File: src/logic/rtc_pkg.sv
// constants of the refresh timer controller: register indices, fields, reset values
package rtc_pkg;

  // ---------------------------------------------------------------
  // register indices (byte address is four times the index)
  // ---------------------------------------------------------------
  localparam logic [7:0] IDX_REFRESH_CONTROL = 8'hac;
  localparam logic [7:0] IDX_TIMER_CSR = 8'had;
  localparam logic [7:0] IDX_TIMER_COUNT = 8'hae;
  localparam logic [7:0] IDX_TIME_CONSTANT = 8'haf;
  localparam logic [7:0] IDX_IRQ_STATUS = 8'hb0;
  localparam logic [7:0] IDX_IRQ_MASK = 8'hb1;

  // ---------------------------------------------------------------
  // refresh_control fields
  // ---------------------------------------------------------------
  localparam int BIT_SELF_REFRESH = 7;
  localparam int BIT_PSEUDO_STATIC = 6;
  localparam int BIT_DYNAMIC_MEMORY = 5;
  localparam int BIT_CAS_STROBE = 4;
  localparam int BIT_COLUMN_WIDTH = 3;
  localparam int BIT_REFRESH_PIN = 2;
  localparam int BIT_REFRESH_CYCLE = 0;
  localparam logic [7:0] CONTROL_FIXED_ONES = 8'h02;
  localparam logic [7:0] CONTROL_RESET = 8'h02;

  // ---------------------------------------------------------------
  // refresh_timer_control_status fields
  // ---------------------------------------------------------------
  localparam int BIT_MATCH_FLAG = 7;
  localparam int BIT_MATCH_IRQ_ENABLE = 6;
  localparam int POS_PRESCALE_SELECT = 3;
  localparam logic [7:0] CSR_FIXED_ONES = 8'h07;

  // ---------------------------------------------------------------
  // reset values and bus answers
  // ---------------------------------------------------------------
  localparam logic [7:0] COUNT_RESET = 8'h00;
  localparam logic [7:0] CONSTANT_RESET = 8'hff;
  localparam logic [1:0] RESP_OKAY = 2'h0;
  localparam logic [1:0] RESP_DECERR = 2'h3;

  // ---------------------------------------------------------------
  // prescaler: divide ratios are powers of two, selected by log2
  // ---------------------------------------------------------------
  localparam int PRESCALE_W = 12;
  typedef logic [3:0] rtc_log2_type;
  localparam rtc_log2_type PRESCALE_LOG2 [8] = '{4'h0, 4'h1, 4'h3, 4'h5, 4'h7, 4'h9, 4'hb, 4'hc};

  // ---------------------------------------------------------------
  // memory interface selection
  // ---------------------------------------------------------------
  typedef enum logic [1:0] {
    RTC_MODE_TIMER,
    RTC_MODE_DYNAMIC,
    RTC_MODE_PSEUDO,
    RTC_MODE_ILLEGAL
  } rtc_mode_type;

endpackage

File: src/logic/rtc_top.sv
// refresh timer controller with an axi4-lite register slave
`timescale 1ns/10ps

// How it works
// - two select bits choose timer, dram, psram
// - self-refresh in standby only when selected
// - match flag clears by read-one, write-zero
// - count equals constant: set flag, clear count
module rtc_top #(
  parameter int ADDR_W = 10
) (
  input wire logic clk_sys,
  input wire logic resetn,
  input wire logic [ADDR_W-1:0] s_axi_awaddr,
  input wire logic s_axi_awvalid,
  output logic s_axi_awready,
  input wire logic [31:0] s_axi_wdata,
  input wire logic [3:0] s_axi_wstrb,
  input wire logic s_axi_wvalid,
  output logic s_axi_wready,
  output logic [1:0] s_axi_bresp,
  output logic s_axi_bvalid,
  input wire logic s_axi_bready,
  input wire logic [ADDR_W-1:0] s_axi_araddr,
  input wire logic s_axi_arvalid,
  output logic s_axi_arready,
  output logic [31:0] s_axi_rdata,
  output logic [1:0] s_axi_rresp,
  output logic s_axi_rvalid,
  input wire logic s_axi_rready,
  input wire logic standby_req,
  output logic self_refresh_req,
  output rtc_pkg::rtc_mode_type memory_mode,
  output logic refresh_cycle_enable,
  output logic refresh_pin_output_enable,
  output logic column_width_select,
  output logic cas_strobe_select,
  output logic irq
);

  // ---------------------------------------------------------------
  // state
  // ---------------------------------------------------------------
  logic [7:0] refresh_control;
  logic compare_match_flag;
  logic compare_match_irq_enable;
  logic [2:0] prescale_select;
  logic [7:0] refresh_timer_count;
  logic [7:0] refresh_time_constant;
  logic irq_status;
  logic irq_mask;
  logic flag_seen_set;
  logic tick;
  logic match_event;
  logic aw_held;
  logic w_held;
  logic [7:0] wr_idx;
  logic [7:0] wr_byte;
  logic wr_lane;
  logic next_aw_held;
  logic next_w_held;
  logic wr_fire;
  logic rd_fire;
  logic [7:0] rd_idx;
  logic [7:0] rd_byte;
  logic rd_hit;
  logic wr_hit;

  // ---------------------------------------------------------------
  // prescaler
  // ---------------------------------------------------------------
  rtc_prescaler #(
    .WIDTH(rtc_pkg::PRESCALE_W)
  ) u_prescaler (
    .clk_sys(clk_sys),
    .resetn(resetn),
    .select(prescale_select),
    .tick(tick)
  );

  // ---------------------------------------------------------------
  // axi4-lite write channels
  // ---------------------------------------------------------------
  // address and data are taken in either order; the write happens once both are held
  assign wr_fire = aw_held && w_held && !s_axi_bvalid;
  assign next_aw_held = wr_fire ? 1'b0 : (aw_held || (s_axi_awvalid && s_axi_awready));
  assign next_w_held = wr_fire ? 1'b0 : (w_held || (s_axi_wvalid && s_axi_wready));

  // hold the address until the write is done
  always_ff @(posedge clk_sys) begin
    if (!resetn) begin
      aw_held <= 1'b0;
      s_axi_awready <= 1'b0;
      wr_idx <= 8'h00;
    end else begin
      aw_held <= next_aw_held;
      s_axi_awready <= !next_aw_held;
      if (s_axi_awvalid && s_axi_awready) begin
        wr_idx <= s_axi_awaddr[9:2];
      end
    end
  end

  // hold the data; only the low byte lane carries register bits
  always_ff @(posedge clk_sys) begin
    if (!resetn) begin
      w_held <= 1'b0;
      s_axi_wready <= 1'b0;
      wr_byte <= 8'h00;
      wr_lane <= 1'b0;
    end else begin
      w_held <= next_w_held;
      s_axi_wready <= !next_w_held;
      if (s_axi_wvalid && s_axi_wready) begin
        wr_byte <= s_axi_wdata[7:0];
        wr_lane <= s_axi_wstrb[0];
      end
    end
  end

  assign wr_hit = (wr_idx == rtc_pkg::IDX_REFRESH_CONTROL) || (wr_idx == rtc_pkg::IDX_TIMER_CSR) ||
                  (wr_idx == rtc_pkg::IDX_TIMER_COUNT) || (wr_idx == rtc_pkg::IDX_TIME_CONSTANT) ||
                  (wr_idx == rtc_pkg::IDX_IRQ_STATUS) || (wr_idx == rtc_pkg::IDX_IRQ_MASK);

  // write response one cycle after both halves are in
  always_ff @(posedge clk_sys) begin
    if (!resetn) begin
      s_axi_bvalid <= 1'b0;
      s_axi_bresp <= rtc_pkg::RESP_OKAY;
    end else if (wr_fire) begin
      s_axi_bvalid <= 1'b1;
      s_axi_bresp <= wr_hit ? rtc_pkg::RESP_OKAY : rtc_pkg::RESP_DECERR;
    end else if (s_axi_bready) begin
      s_axi_bvalid <= 1'b0;
    end
  end

  // ---------------------------------------------------------------
  // axi4-lite read channels
  // ---------------------------------------------------------------
  assign rd_fire = s_axi_arvalid && s_axi_arready;
  assign rd_idx = s_axi_araddr[9:2];

  // read data mux; fixed bits read as one, unused upper bits as zero
  always_comb begin
    rd_hit = 1'b1;
    unique case (rd_idx)
      rtc_pkg::IDX_REFRESH_CONTROL: rd_byte = refresh_control | rtc_pkg::CONTROL_FIXED_ONES;
      rtc_pkg::IDX_TIMER_CSR: rd_byte = {compare_match_flag, compare_match_irq_enable, prescale_select, 3'h0} |
                                        rtc_pkg::CSR_FIXED_ONES;
      rtc_pkg::IDX_TIMER_COUNT: rd_byte = refresh_timer_count;
      rtc_pkg::IDX_TIME_CONSTANT: rd_byte = refresh_time_constant;
      rtc_pkg::IDX_IRQ_STATUS: rd_byte = {7'h00, irq_status};
      rtc_pkg::IDX_IRQ_MASK: rd_byte = {7'h00, irq_mask};
      default: begin
        rd_byte = 8'h00;
        rd_hit = 1'b0;
      end
    endcase
  end

  // one read at a time; arready drops while the answer waits
  always_ff @(posedge clk_sys) begin
    if (!resetn) begin
      s_axi_arready <= 1'b0;
      s_axi_rvalid <= 1'b0;
      s_axi_rdata <= 32'h00000000;
      s_axi_rresp <= rtc_pkg::RESP_OKAY;
    end else if (rd_fire) begin
      s_axi_arready <= 1'b0;
      s_axi_rvalid <= 1'b1;
      s_axi_rdata <= {24'h000000, rd_byte};
      s_axi_rresp <= rd_hit ? rtc_pkg::RESP_OKAY : rtc_pkg::RESP_DECERR;
    end else begin
      s_axi_arready <= !s_axi_rvalid || s_axi_rready;
      if (s_axi_rready) begin
        s_axi_rvalid <= 1'b0;
      end
    end
  end

  // ---------------------------------------------------------------
  // control registers
  // ---------------------------------------------------------------
  // refresh_control; bit 1 is fixed and not stored as a choice
  always_ff @(posedge clk_sys) begin
    if (!resetn) begin
      refresh_control <= rtc_pkg::CONTROL_RESET;
    end else if (wr_fire && wr_lane && wr_idx == rtc_pkg::IDX_REFRESH_CONTROL) begin
      refresh_control <= wr_byte | rtc_pkg::CONTROL_FIXED_ONES;
    end
  end

  // enable, clock select, constant and mask
  always_ff @(posedge clk_sys) begin
    if (!resetn) begin
      compare_match_irq_enable <= 1'b0;
      prescale_select <= 3'h0;
      refresh_time_constant <= rtc_pkg::CONSTANT_RESET;
      irq_mask <= 1'b0;
    end else if (wr_fire && wr_lane) begin
      if (wr_idx == rtc_pkg::IDX_TIMER_CSR) begin
        compare_match_irq_enable <= wr_byte[rtc_pkg::BIT_MATCH_IRQ_ENABLE];
        prescale_select <= wr_byte[rtc_pkg::POS_PRESCALE_SELECT +: 3];
      end
      if (wr_idx == rtc_pkg::IDX_TIME_CONSTANT) begin
        refresh_time_constant <= wr_byte;
      end
      if (wr_idx == rtc_pkg::IDX_IRQ_MASK) begin
        irq_mask <= wr_byte[0];
      end
    end
  end

  // ---------------------------------------------------------------
  // refresh timer counter
  // ---------------------------------------------------------------
  // the match is acted on at a tick, so the count shows the constant for one whole period
  assign match_event = tick && (refresh_timer_count == refresh_time_constant);

  // software write wins over counting
  always_ff @(posedge clk_sys) begin
    if (!resetn) begin
      refresh_timer_count <= rtc_pkg::COUNT_RESET;
    end else if (wr_fire && wr_lane && wr_idx == rtc_pkg::IDX_TIMER_COUNT) begin
      refresh_timer_count <= wr_byte;
    end else if (match_event) begin
      refresh_timer_count <= 8'h00;
    end else if (tick) begin
      refresh_timer_count <= refresh_timer_count + 8'h01;
    end
  end

  // ---------------------------------------------------------------
  // compare match flag and interrupt status
  // ---------------------------------------------------------------
  // arm the clear only after software has seen the flag as one
  always_ff @(posedge clk_sys) begin
    if (!resetn) begin
      flag_seen_set <= 1'b0;
    end else if (rd_fire && rd_idx == rtc_pkg::IDX_TIMER_CSR && compare_match_flag) begin
      flag_seen_set <= 1'b1;
    end else if (!compare_match_flag) begin
      flag_seen_set <= 1'b0;
    end
  end

  // a match in the clearing cycle keeps the flag set; writing one does nothing
  always_ff @(posedge clk_sys) begin
    if (!resetn) begin
      compare_match_flag <= 1'b0;
    end else if (match_event) begin
      compare_match_flag <= 1'b1;
    end else if (wr_fire && wr_lane && wr_idx == rtc_pkg::IDX_TIMER_CSR && flag_seen_set &&
                 !wr_byte[rtc_pkg::BIT_MATCH_FLAG]) begin
      compare_match_flag <= 1'b0;
    end
  end

  // sticky event bit, write one to clear, set wins
  always_ff @(posedge clk_sys) begin
    if (!resetn) begin
      irq_status <= 1'b0;
    end else if (match_event) begin
      irq_status <= 1'b1;
    end else if (wr_fire && wr_lane && wr_idx == rtc_pkg::IDX_IRQ_STATUS && wr_byte[0]) begin
      irq_status <= 1'b0;
    end
  end

  // level interrupt from either the flag with its enable or the masked sticky bit
  always_ff @(posedge clk_sys) begin
    if (!resetn) begin
      irq <= 1'b0;
    end else begin
      irq <= (compare_match_flag && compare_match_irq_enable) || (irq_status && irq_mask);
    end
  end

  // ---------------------------------------------------------------
  // memory side outputs
  // ---------------------------------------------------------------
  // an illegal selection requests no self-refresh; the other control copies still follow their bits
  always_ff @(posedge clk_sys) begin
    if (!resetn) begin
      memory_mode <= rtc_pkg::RTC_MODE_TIMER;
      self_refresh_req <= 1'b0;
      refresh_cycle_enable <= 1'b0;
      refresh_pin_output_enable <= 1'b0;
      column_width_select <= 1'b0;
      cas_strobe_select <= 1'b0;
    end else begin
      unique case ({refresh_control[rtc_pkg::BIT_PSEUDO_STATIC], refresh_control[rtc_pkg::BIT_DYNAMIC_MEMORY]})
        2'h0: memory_mode <= rtc_pkg::RTC_MODE_TIMER;
        2'h1: memory_mode <= rtc_pkg::RTC_MODE_DYNAMIC;
        2'h2: memory_mode <= rtc_pkg::RTC_MODE_PSEUDO;
        2'h3: memory_mode <= rtc_pkg::RTC_MODE_ILLEGAL;
      endcase
      self_refresh_req <= refresh_control[rtc_pkg::BIT_SELF_REFRESH] && standby_req &&
                          (refresh_control[rtc_pkg::BIT_PSEUDO_STATIC] ^ refresh_control[rtc_pkg::BIT_DYNAMIC_MEMORY]);
      refresh_cycle_enable <= refresh_control[rtc_pkg::BIT_REFRESH_CYCLE];
      refresh_pin_output_enable <= refresh_control[rtc_pkg::BIT_REFRESH_PIN];
      column_width_select <= refresh_control[rtc_pkg::BIT_COLUMN_WIDTH];
      cas_strobe_select <= refresh_control[rtc_pkg::BIT_CAS_STROBE];
    end
  end
endmodule

File: src/logic/rtc_prescaler.sv
// prescaler that turns the system clock into the selected counting tick
`timescale 1ns/10ps
module rtc_prescaler #(
  parameter int WIDTH = rtc_pkg::PRESCALE_W
) (
  input wire logic clk_sys,
  input wire logic resetn,
  input wire logic [2:0] select,
  output logic tick
);

  logic [WIDTH-1:0] div_count;
  logic [WIDTH-1:0] low_mask;

  // free running divider; every ratio taps the same chain so a change of select is glitch free
  always_ff @(posedge clk_sys) begin
    if (!resetn) begin
      div_count <= '0;
    end else begin
      div_count <= div_count + 1'b1;
    end
  end

  // mask of the low bits that must all be one at the end of a period
  always_comb begin
    low_mask = (WIDTH'(1) << rtc_pkg::PRESCALE_LOG2[select]) - WIDTH'(1);
  end

  // a zero select gives no tick at all, so the counter holds
  always_ff @(posedge clk_sys) begin
    if (!resetn) begin
      tick <= 1'b0;
    end else begin
      tick <= (select != 3'h0) && ((div_count & low_mask) == low_mask);
    end
  end

endmodule

File: config.mk
export PLATFORM = sky130hd
export DESIGN_NAME = rtc_top
export DESIGN_NICKNAME = d
export VERILOG_FILES = /design/src/logic/rtc_pkg.sv /design/src/logic/rtc_top.sv /design/src/logic/rtc_prescaler.sv
export SDC_FILE = /design/constraint.sdc
export NUM_CORES = 1
export LEC_CHECK = 0
export ABC_AREA = 1
export BUFFER_PORTS_ARGS = -buffer_cell sky130_fd_sc_hd__clkbuf_2
export CORE_MARGIN = 3
export CORE_UTILIZATION = 54
export DETAILED_ROUTE_END_ITERATION = 16
export PLACE_DENSITY = 0.82
export SLEW_MARGIN = 10
export SYNTH_ARGS = -nofsm -noshare
export SYNTH_HDL_FRONTEND = slang
export SYNTH_SLANG_ARGS = --single-unit
File: constraint.sdc
create_clock -name clk_sys -period 2.7 [get_ports clk_sys]
set_clock_uncertainty 0.1 [all_clocks]
set_input_delay 0.405 -clock clk_sys [delete_from_list [all_inputs] [get_ports clk_sys]]
set_output_delay 0.405 -clock clk_sys [all_outputs]
set_load 0.02 [all_outputs]
==> impl_metrics.yaml <==
setup_path:
  reg2reg_from: "prescale_select[0]$_SDFFE_PN0P_"
  crit_path_start: "prescale_select[0]$_SDFFE_PN0P_"
  end_kind: "flop"
  cp.arrival_ps: 2730
  critical_path_class: "flop to flop"
  crit_fanout: 6
  startpoint_type: "flop"
  worst-endpoint-required_ps: 2910
grt:
  antenna_found_initial: 0
  grt_overflow_total: 0
  grt_max_degree: 33
  grt_first_pass_wirelength_mm: 18.5
  met2_usage: 0.421
  grt_use_met3: 0.0337
  track_usage: 0.238
  grt_pass1_vias: 4109
  busiest_layer: "met2"
  gr-usage-met1: 0.276
pwr:
  power_leakage_nw: 2.36
  clockPowerShare: 0.408
  p_seq_frac: 0.519
  switching_share: 0.264
  power_switching_mw: 0.678
  pwr-share-comb: 0.073
  p_int_mw: 1.89
  vdd_drop_max_mv: 0.332
  power_density_nw_per_um2: 511
floorplanning:
  die_w_microns: 97.6
  num_rows: 32
  ios: 113
  die_h_microns: 97.6
  core_area_sq_um: 7930
  dieArea_sq_um: 9520
  start_util: 0.571
logic_synthesis:
  ys_warn_count: 0
  netlist_instances: 635
  synth_seq_area_share: 0.380
  synth_cell_types: 40
  synthFlopType: "dfxtp_1"
  async_reset_ff_frac: 0
  netlist_area_sq_um: 4530
  yosys_register_bits: 86
  avgSynthCellArea_sq_um: 7.13
  synth_edf_count: 0
detailed_routing:
  vias: 4317
  viasPerCell: 5.42
  first_pass_iters: 5
  drcViolationCount: 0
  drt_iter0_markers: 395
  ant_nets: 0
  routed_wl_mm: 11.3
  routedWlPerCell_microns: 14.2
final_layout:
  antenna_cells: 0
  final_common_cell: "nand2_1"
  final_area_sq_um: 5020
  layout.nets: 765
  drive_above_1_share: 0.163
  final_cell_mix: "103 x nand2_1, 85 x dfxtp_1, 76 x inv_1, 67 x o21ai_0, 61 x nor2_1"
  fillers: 723
  area_delta_synth_final_pct: 10.8
sta:
  max_slew_margin: 0.579
  finalHoldViolCount: 0
  setup_violations: 0
  period_minus_slack_ps: 2520
  timing.fmax_mhz: 396
  holdWs_ps: 153
  period_share: 0.935
  rsz0062_at_grt: "no"
  final_max_slew_viol_count: 0
  worstMarginPinSlew_ps: 631
  fin_setup_tns_ps: 0
clock_network:
  cts_made_buffers: 9
  clk_pin_slew_ps: 100
  clock_path_buffers: 2
  h-tree-depth: 3
  worstSkewPairLatency_ps: 370
  cts_tree: "built"
  root_buffer: "clkbuf_8"
  clock_sinks: 86
placement:
  dp_hpwl_mm: 8.62
  globalplace.congestion: 1.03
  dpl_cell_area_sq_um: 4790
  port_buffers: 57
hold_path:
  hp-start: "standby_req"
  hp-class: "input port to flop"
run:
  cap_viol_max_count: 0
run_status:
  status: "completed"
synth_stat cells, types with 2 or more instances:
cell	n	area share
nand4_1	10	0.014
nand2_4	2	0.0050
dfxtp_1	86	0.38
nor3_1	14	0.015
nor3_2	3	0.0066
buf_4	27	0.045
buf_6	2	0.0050
o211ai_1	5	0.0083
nor2_2	6	0.0083
clkbuf_1	11	0.0091
a21oi_1	54	0.060
nand2_1	103	0.085
nand3b_1	2	0.0033
inv_1	77	0.064
xor2_1	6	0.012
inv_2	5	0.0041
nor2_1	61	0.051
nand2_2	7	0.0097
nand3_1	47	0.052
a211oi_1	3	0.0050
inv_4	2	0.0028
ha_1	12	0.033
o21ai_0	67	0.074
o22ai_1	7	0.0097
per-layer routing:
| layer | wire (microns) | part of all wire |
|---|---|---|
| met5 | 0 | 0 |
| met1 | 4450 | 0.39 |
| met3 | 830 | 0.074 |
| met4 | 466 | 0.041 |
| met2 | 5540 | 0.49 |
critical path: stages (launching register included):
cell     delay, ps
dfxtp_1        410
inv_2          100
ha_1           310
inv_1           60
nand2_1         80
nand2_2         80
nor2_2         160
nand2_2        110
ha_1           280
o21ai_0         60
a21oi_1        140
o21ai_0        100
a21oi_1        120
nand3_1         80
nor2_1          90
nand3_1         80
nor2_1         110
layout make-up:
type | count | area [sq um] | share of cell area
Inverter | 85 | 324 | 0.0646
Tap cell | 102 | 128 | 0.0254
Sequential cell | 86 | 1720 | 0.343
Clock inverter | 7 | 108 | 0.0214
Timing Repair Buffer | 60 | 308 | 0.0613
Clock buffer | 9 | 124 | 0.0247
Multi-Input combinational cell | 447 | 2300 | 0.459
state kept, by name (all words and copies together), names as in the netlist, 2 cells and up:
signal and count:
wr_byte 8, prescale_select 3, wr_idx 8, u_prescaler.div_count 12, refresh_control 7, refresh_timer_count 8, memory_mode 2, s_axi_rdata 8
refresh_time_constant 8
power groups by stage:
stage	registers, mW	clock network, mW	logic, mW
after CTS	1.33	1.05	0.187
after floorplan	1.36	0	0.146
after global placement	1.36	0	0.181
final	1.33	1.05	0.188
after global routing	1.34	1.10	0.212
after detailed placement	1.36	0	0.186
path summary, 6_finish.rpt:
kind | slack [ps] | cells after the start | to
setup / recovery | 180 | 16 | u_prescaler.tick$_SDFF_PN0_
setup reg to reg | 180 | 16 | u_prescaler.tick$_SDFF_PN0_
hold / removal | 150 | 3 | self_refresh_req$_SDFF_PN0_
hold reg to reg | 370 | 2 | cas_strobe_select$_SDFF_PN0_
per-stage QoR:
| stage | total power [mW] | util | worst slack, ps | instances |
|---|---|---|---|---|
| after floorplan | 1.51 | - | 498 | 658 |
| after global placement | 1.54 | 0.604 | 265 | 780 |
| after detailed placement | 1.55 | 0.604 | 207 | 780 |
| after CTS | 2.57 | 0.633 | 174 | 796 |
| after global routing | 2.65 | 0.633 | 2.29 | 796 |
| final | 2.57 | 0.633 | 176 | 796 |
kinds of logic (layout without fill, tap and decap cells):
family                     after synthesis  after routing  share of synthesized area
and+or+nand+nor                        264            264                      0.276
xor gates and xnor gates                 6              6                     0.0116
AOI/OAI and AO/OA                      141            141                      0.168
other                                    1             24                   0.000828
DFF                                     86             86                      0.380
adders and majority gates               12             12                     0.0331
buffers and inverters                  125            161                      0.130
timing repair:
action	in CTS	in global routing
setup endpoints to repair	0	1
setup buffers	0	0
hold buffers	0	0
resized for setup	0	2
No activity file was read; power rests on OpenSTA's default activity.
